`src/cmt_pkg.sv`:
```
package cmt_pkg;

  // Special function register addresses
  localparam logic [7:0] CMT_ADDR_PRESCALE   = 8'ha1;
  localparam logic [7:0] CMT_ADDR_TTC_LOW    = 8'ha4;
  localparam logic [7:0] CMT_ADDR_TTC_HIGH   = 8'ha5;
  localparam logic [7:0] CMT_ADDR_TIMER_LOW  = 8'hac;
  localparam logic [7:0] CMT_ADDR_TIMER_HIGH = 8'had;
  localparam logic [7:0] CMT_ADDR_STAMP_LOW  = 8'hae;
  localparam logic [7:0] CMT_ADDR_STAMP_HIGH = 8'haf;

  localparam logic [7:0]  CMT_PRESCALE_RESET = 8'h00;
  localparam logic [15:0] CMT_TIMER_RESET    = 16'h0000;
  localparam logic [15:0] CMT_CAPTURE_RESET  = 16'h0000;
  localparam logic [7:0]  CMT_READ_UNMAPPED  = 8'h00;
  localparam logic [7:0]  CMT_DIVIDER_RESET  = 8'h00;

  typedef struct packed {
    logic       rd;
    logic       wr;
    logic [7:0] addr;
    logic [7:0] wdata;
  } cmt_sfr_req_s;

endpackage : cmt_pkg

```
`src/cmt_message_timer.sv`:
```
`timescale 1ns/1ps
module cmt_message_timer
  import cmt_pkg::*;
(
  input  wire logic       CLK,
  input  wire logic       RESET_N,
  input  wire logic       SFR_RD,
  input  wire logic       SFR_WR,
  input  wire logic [7:0] SFR_ADDR,
  input  wire logic [7:0] SFR_WDATA,
  input  wire logic       STAMP_EVENT,
  input  wire logic       TTC_EVENT,
  output logic      [7:0] SFR_RDATA,
  output logic      [15:0] TIMER_VALUE
);

  logic         rst_meta_reg;
  logic         rst_sync_reg;
  logic         rst_n;
  cmt_sfr_req_s req;

  logic [7:0]  prescale_value_reg;
  logic [7:0]  prescale_value_next;
  logic [15:0] message_timer_count_reg;
  logic [15:0] message_timer_count_next;
  logic [15:0] stamp_capture_value_reg;
  logic [15:0] stamp_capture_value_next;
  logic [15:0] ttc_capture_value_reg;
  logic [15:0] ttc_capture_value_next;
  logic [7:0]  rdata_reg;
  logic [7:0]  rdata_next;
  logic        tick;

  // Reset enters asynchronously, released through two flops
  always_ff @(posedge CLK or negedge RESET_N) begin
    if (!RESET_N) begin
      rst_meta_reg <= 1'b0;
      rst_sync_reg <= 1'b0;
    end else begin
      rst_meta_reg <= 1'b1;
      rst_sync_reg <= rst_meta_reg;
    end
  end
  assign rst_n = rst_sync_reg;

  assign req = '{rd: SFR_RD, wr: SFR_WR, addr: SFR_ADDR, wdata: SFR_WDATA};

  cmt_prescaler u_prescaler (
    .clk          (CLK),
    .rst_n        (rst_n),
    .divide_value (prescale_value_reg),
    .tick         (tick)
  );

  always_comb begin
    prescale_value_next      = prescale_value_reg;
    message_timer_count_next = message_timer_count_reg;
    stamp_capture_value_next = stamp_capture_value_reg;
    ttc_capture_value_next   = ttc_capture_value_reg;
    if (req.wr && req.addr == CMT_ADDR_PRESCALE) begin
      prescale_value_next = req.wdata;
    end
    if (tick) begin
      message_timer_count_next = message_timer_count_reg + 16'h0001;
    end
    // Software write to a timer byte overrides that byte only; the other byte keeps the count step
    if (req.wr && req.addr == CMT_ADDR_TIMER_LOW) begin
      message_timer_count_next[7:0] = req.wdata;
    end
    if (req.wr && req.addr == CMT_ADDR_TIMER_HIGH) begin
      message_timer_count_next[15:8] = req.wdata;
    end
    // Captures load only from frame events; bus writes are ignored
    if (STAMP_EVENT) begin
      stamp_capture_value_next = message_timer_count_reg;
    end
    if (TTC_EVENT) begin
      ttc_capture_value_next = message_timer_count_reg;
    end
  end

  always_comb begin
    rdata_next = rdata_reg;
    if (req.rd) begin
      case (req.addr)
        CMT_ADDR_PRESCALE:   rdata_next = prescale_value_reg;
        CMT_ADDR_TIMER_LOW:  rdata_next = message_timer_count_reg[7:0];
        CMT_ADDR_TIMER_HIGH: rdata_next = message_timer_count_reg[15:8];
        CMT_ADDR_STAMP_LOW:  rdata_next = stamp_capture_value_reg[7:0];
        CMT_ADDR_STAMP_HIGH: rdata_next = stamp_capture_value_reg[15:8];
        CMT_ADDR_TTC_LOW:    rdata_next = ttc_capture_value_reg[7:0];
        CMT_ADDR_TTC_HIGH:   rdata_next = ttc_capture_value_reg[15:8];
        default:             rdata_next = CMT_READ_UNMAPPED;
      endcase
    end
  end

  // Captures are reset to zero too, harmless where undefined is allowed
  always_ff @(posedge CLK or negedge rst_n) begin
    if (!rst_n) begin
      prescale_value_reg      <= CMT_PRESCALE_RESET;
      message_timer_count_reg <= CMT_TIMER_RESET;
      stamp_capture_value_reg <= CMT_CAPTURE_RESET;
      ttc_capture_value_reg   <= CMT_CAPTURE_RESET;
      rdata_reg               <= CMT_READ_UNMAPPED;
    end else begin
      prescale_value_reg      <= prescale_value_next;
      message_timer_count_reg <= message_timer_count_next;
      stamp_capture_value_reg <= stamp_capture_value_next;
      ttc_capture_value_reg   <= ttc_capture_value_next;
      rdata_reg               <= rdata_next;
    end
  end

  assign SFR_RDATA   = rdata_reg;
  assign TIMER_VALUE = message_timer_count_reg;

  // Assertions
  // Edges since the timer last moved; a write may restart the period
  logic [8:0] gap_cnt_reg;
  logic [8:0] gap_cnt_next;

  always_comb begin
    if (req.wr || message_timer_count_next != message_timer_count_reg) begin
      gap_cnt_next = 9'h000;
    end else begin
      gap_cnt_next = gap_cnt_reg + 9'h001;
    end
  end

  always_ff @(posedge CLK or negedge rst_n) begin
    if (!rst_n) begin
      gap_cnt_reg <= 9'h000;
    end else begin
      gap_cnt_reg <= gap_cnt_next;
    end
  end
endmodule : cmt_message_timer

```
`src/cmt_prescaler.sv`:
```
`timescale 1ns/1ps
module cmt_prescaler
  import cmt_pkg::*;
(
  input  wire logic       clk,
  input  wire logic       rst_n,
  input  wire logic [7:0] divide_value,
  output logic            tick
);

  logic [7:0] count_reg;
  logic [7:0] count_next;
  logic       tick_next;

  // Tick once every divide_value+1 clocks
  always_comb begin
    if (count_reg >= divide_value) begin
      count_next = 8'h00;
      tick_next  = 1'b1;
    end else begin
      count_next = count_reg + 8'h01;
      tick_next  = 1'b0;
    end
  end

  always_ff @(posedge clk or negedge rst_n) begin
    if (!rst_n) begin
      count_reg <= CMT_DIVIDER_RESET;
    end else begin
      count_reg <= count_next;
    end
  end

  assign tick = tick_next;

endmodule : cmt_prescaler

```
`config.mk`:
```
export PLATFORM = sky130hd
export DESIGN_NAME = cmt_message_timer
export DESIGN_NICKNAME = d
export VERILOG_FILES = /design/src/cmt_pkg.sv /design/src/cmt_message_timer.sv /design/src/cmt_prescaler.sv
export SDC_FILE = /design/constraint.sdc
export NUM_CORES = 1
export LEC_CHECK = 0
export BUFFER_PORTS_ARGS = -buffer_cell sky130_fd_sc_hd__buf_2
export CELL_PAD_IN_SITES_DETAIL_PLACEMENT = 0
export CELL_PAD_IN_SITES_GLOBAL_PLACEMENT = 1
export CORE_MARGIN = 2
export CORE_UTILIZATION = 46
export CTS_CLUSTER_SIZE = 14
export DETAILED_ROUTE_END_ITERATION = 7
export PLACE_DENSITY_LB_ADDON = 0.1
export SYNTH_ARGS = -nofsm -noshare
export SYNTH_HDL_FRONTEND = slang
export SYNTH_SLANG_ARGS = --single-unit
```
`constraint.sdc`:
```
create_clock -name CLK -period 3.2 [get_ports CLK]
set_clock_uncertainty 0.05 [all_clocks]
set_input_delay 0 -clock CLK [delete_from_list [all_inputs] [get_ports CLK]]
set_output_delay 0 -clock CLK [all_outputs]
set_load 0.01 [all_outputs]
```
==> qor.yml, run 1 <==
hold_violations: 0
grt_max_degree: 44
synth-main-ff-cell: "dfrtp_1"
yosysTopAreaCellShare: 0.481
gp_congestion: 0.750
die_h_um: 95.5
yosys_warnings: 0
multi_input_area_um2: 1840
dieArea_um2: 9110
grt.total_usage: 0.213
nets: 431
worst_pin_slew_ns: 0.965
antenna_found_initial: 0
required_ns: 3.38
holdPathEnd: "ttc_capture_value_reg[3]"
drc_errors: 0
dp_hpwl_um: 6360
io_buffers: 45
cts_sinks: 74
postRouteAntennaNets: 0
fin_setup_tns_ns: 0
grt_pass1_wl_um: 14400
netlist_area_um2: 3850
drt-pass1-iter-count: 4
drt_iter0_drc: 146
layout-drive-gt1-share: 0.280
syn_inst: 349
r2r_start: "prescale_value_reg[0]"
reg2reg_slack_ns: 0.89
worstPathMaxFanout: 23
clock-root-buffer: "clkbuf_8"
insertion_delay_ns: 0.35
synth-edff-count: 0
rsz0062_at_grt: "no"
min_delay_path_depth: 2
drv_slew: 0
max_slew_margin: 0.357
ys_seq_area_frac: 0.481
setup_viol: 0
syn_nets: 381
crit_path_end_kind: "register"
regArea_um2: 1850
rows: 33
vias: 2807
arrival_ns: 2.50
num_antenna_cells: 0
viasPerCell: 5.51
post-route-period-util: 0.723
ys_top_cells_by_count: "74 x dfrtp_1, 36 x mux2_2, 31 x nand2_1"
fin_util: 0.544
htree_levels: 3
crit_type: "reg -> reg"
critPathLaunchType: "register"
maxCapViolCount: 0
yosys.area.top_type: "dfrtp_1"
min_path_type: "in -> reg"
p_leak_nw: 1.97
p_total_mw: 2.24
p_per_area_nw_per_um2: 503
min-delay-start: "TTC_EVENT"
synth_area_leaders: "dfrtp_1 48%, mux2_2 11%, mux2i_1 3.4%, ha_1 3.3%, xor2_1 3.2%"
worstRegToRegCells: 7
fillers: 752
synth_most_common_cell: "dfrtp_1"
syn_area_per_cell_um2: 11.0
cts_buffers: 9
area_growth_pct: 15.5
wl_per_cell_um: 17.5
r2r-end: "TIMER_VALUE[7]"
clockBufferDepth: 2
cts_resized: 0
ios: 46
max_freq_mhz: 432
ir_drop_uv: 275
ys_ff_latch: 74
start_util: 0.471
yosysUniqueCellTypes: 51
cts_tree: "yes"
clk_pin_slew_ns: 0.09
async_flop_share: 1.00
core-area_um2: 8180
die_w_um: 95.5
status: "completed"
routed_wl_um: 8890
grt_pass1_vias: 2734
period_needed_ns: 2.31
grt_overflow: 0
## worst max-delay path, cell delays in order, from the launching register on
cell      delay, ns
dfrtp_1        0.45
ha_1           0.30
nand2b_1       0.14
a2111o_1       0.42
a31o_4         0.35
nand4_2        0.13
xnor2_1        0.08
mux2_2         0.27
## cell type report
type / instances / area share
flip-flops and latches: 74 / 0.417
multi-input cells: 239 / 0.414
repair buffers: 59 / 0.0805
well taps: 105 / 0.0296
clock buffers: 9 / 0.0279
clock inverters: 7 / 0.0177
inverters: 16 / 0.0135
## layout by cell type, fill, tap and decap left out, types with 4 or more instances in the layout
| master | n |
|---|---|
| nor2_1 | 14 |
| dfrtp_1 | 73 |
| nand2_1 | 31 |
| dlygate4sd3_1 | 11 |
| ha_1 | 10 |
| a21oi_1 | 11 |
| o21ai_0 | 6 |
| a22o_1 | 5 |
| inv_1 | 16 |
| buf_2 | 45 |
| xor2_1 | 14 |
| o21ai_1 | 18 |
| nand3_1 | 14 |
| nand4_1 | 4 |
| xnor2_1 | 5 |
| clkbuf_8 | 9 |
| mux2i_1 | 13 |
| mux2_2 | 36 |
| and3_1 | 7 |
| o221ai_1 | 4 |
## layer usage
layer | vias to the layer above | routed length (um) | global-route usage | part of all wire
li1 | 1346 | - | - | -
met1 | 1386 | 4240 | 0.303 | 0.48
met2 | 66 | 4130 | 0.330 | 0.46
met3 | 9 | 396 | 0.0356 | 0.045
met4 | 0 | 132 | 0.0738 | 0.015
met5 | - | 0 | 0 | 0
## how the worst max path moves through the flow
stage | startpoint | endpoint | slack [ns]
2_1_floorplan | rst_n | SFR_RDATA[0] | 0.94
3_3_place_gp | prescale_value_reg[0] | TIMER_VALUE[7] | 0.99
3_5_place_dp | prescale_value_reg[0] | TIMER_VALUE[7] | 0.92
4_1_cts | prescale_value_reg[0] | TIMER_VALUE[7] | 0.90
5_1_grt | u_prescaler.count_reg[0] | TIMER_VALUE[7] | 0.79
6_report | prescale_value_reg[0] | TIMER_VALUE[7] | 0.89
## stage by stage
step,cell area (um2),instances,hold slack [ns],setup WS (ns)
3_5_place_dp,4130,482,-0.263,0.916
5_1_grt,4440,509,0.131,0.787
4_1_cts,4440,509,0.119,0.903
3_3_place_gp,4130,482,-0.264,0.992
6_report,4440,509,0.125,0.886
2_1_floorplan,3850,349,-0.346,0.937
## power breakdown
group	switching, mW	total, mW	internal (mW)
clock network	0.379	0.744	0.365
logic	0.161	0.347	0.186
registers	0.115	1.15	1.03
total	0.656	2.24	1.58
## timing repair
action,in CTS,in global routing
setup buffers,0,0
hold buffers,11,0
hold endpoints to repair,30,0
## cell families after synthesis
family / Yosys count / share of synthesized area
fa+ha+maj: 10 / 0.0325
flops: 74 / 0.481
simple gates: 98 / 0.139
mux: 54 / 0.167
other cells: 1 / 0.000975
buf+inv: 36 / 0.0407
xor+xnor: 19 / 0.0433
compound gates: 57 / 0.0956
(Power assumes the default switching activity.)
==> inputs of run 2 (changes only) <==
==> constraint.sdc (replaced) <==
create_clock -name CLK -period 2.2 [get_ports CLK]
set_clock_uncertainty 0.05 [all_clocks]
set_input_delay 0 -clock CLK [delete_from_list [all_inputs] [get_ports CLK]]
set_output_delay 0 -clock CLK [all_outputs]
set_load 0.01 [all_outputs]
==> qor.yml, run 2 (synthesis gave the netlist of run 1 again) <==
status: "completed"
maxCapViolCount: 0
stdcell_count: 525
cts_buffers: 9
wl_met2_um: 4330
worstPathMaxFanout: 8
setup_slack_ns: 0.0755
final_common_cell: "dfrtp_1"
crit_chain: "inv_1 -> ha_1 -> nand2b_4 -> a2111o_1 -> a31o_4 -> nand4_2 -> xnor2_1 -> mux2_2"
die_w_um: 95.5
postRouteAntennaNets: 0
clockBufferDepth: 2
min_path_type: "in -> reg"
viasPerCell: 5.47
ios: 46
cts_tree: "yes"
grt_max_degree: 49
fin_setup_tns_ns: 0
die_h_um: 95.5
grt.total_usage: 0.215
drt-pass1-iter-count: 4
htree_levels: 3
drt_iter0_drc: 89
num_antenna_cells: 0
area_growth_pct: 19.4
drv_slew: 0
drc_errors: 0
grt_pass1_wl_um: 14600
arrival_ns: 2.31
dr_wl_met3_um: 359
gp_congestion: 0.812
p_per_area_nw_per_um2: 716
placed_cell_area_um2: 4240
slowest_delay_ns: 0.43
max_freq_mhz: 471
top_layer_used: "met4"
routed_wl_um: 9410
cts_sinks: 74
pre_cts_slack_ns: 0.0377
critPathLaunchType: "register"
dp_hpwl_um: 6660
core-area_um2: 8180
wl_met1_um: 4600
wl_per_cell_um: 17.9
post-route-period-util: 0.966
dieArea_um2: 9110
ir_drop_uv: 499
clk_pin_slew_ns: 0.08
mostFrequentLayoutCells: "73 x dfrtp_1, 45 x buf_2, 36 x mux2_2, 31 x nand2_1"
period_needed_ns: 2.12
grt_overflow: 0
layout-drive-gt1-share: 0.310
crit_type: "reg -> reg"
grt_pass1_vias: 2737
required_ns: 2.38
io_buffers: 45
p_total_mw: 3.29
slowest_stage: "a2111o_1"
antenna_found_initial: 0
p_leak_nw: 2.07
dp.cells: 495
worst_pin_slew_ns: 0.593
insertion_delay_ns: 0.35
setup_viol: 0
clock-root-buffer: "clkbuf_8"
rows: 33
max_slew_margin: 0.605
crit_path_end_kind: "register"
rsz0062_at_grt: "yes"
nets: 447
final_area_um2: 4590
start_util: 0.471
vias: 2874
hold_violations: 0
[run 2: worst paths after layout]
| kind | cells after the start | slack [ns] | endpoint | start |
|---|---|---|---|---|
| setup reg to reg | 8 | 0.08 | TIMER_VALUE[7] | u_prescaler.count_reg[0] |
| hold reg to reg | 0 | 0.23 | TIMER_VALUE[2] | rst_n |
| max in group asynchronous | 1 | 1.19 | stamp_capture_value_reg[1] | rst_n |
| setup / recovery | 8 | 0.08 | TIMER_VALUE[7] | u_prescaler.count_reg[0] |
| min in group asynchronous | 0 | 0.23 | TIMER_VALUE[2] | rst_n |
| hold / removal | 3 | 0.12 | prescale_value_reg[0] | SFR_WR |
[run 2: metal layers]
metal / GRT usage / up-vias
met3: 0.0292 / 9
met4: 0.0679 / 0
met1: 0.308 / 1424
li1: - / 1374
met2: 0.341 / 67
met5: 0 / -
[run 2: critical path, delay by kind of cell, from the launching register on]
kind            cells  cell delay, ns
flops               1            0.35
mux                 1            0.26
compound gates      2            0.72
simple gates        2            0.24
buf+inv             1            0.05
xor+xnor            1            0.07
fa+ha+maj           1            0.28
[run 2: per-stage QoR]
stage                     hold slack, ns   util
final                              0.120  0.562
after global routing               0.144  0.562
after CTS                          0.122  0.556
after detailed placement          -0.265  0.519
after global placement            -0.264  0.519
after floorplan                   -0.346      -
[run 2: timing repair]
action                                  CTS  global route
resized for setup                         0             4
setup buffers                             0             2
endpoints found under the hold margin    30             0
endpoints found under the setup margin    0            10
hold buffers                             11             0
[run 2: where the power goes]
part / switching (mW) / leakage [nW] / internal, mW / total (mW)
sequential: 0.139 / 0.848 / 1.50 / 1.64
combinational: 0.278 / 1.13 / 0.290 / 0.567
clock: 0.528 / 0.0966 / 0.557 / 1.09
total: 0.945 / 2.07 / 2.35 / 3.29
[run 2: area by class of cell]
class,count,area [um2]
flip-flops and latches,74,1850
multi-input cells,240,1870
inverters,16,60.1
repair buffers,74,483
well taps,105,131
clock inverters,4,51.3
fillers,764,3580
clock buffers,12,145
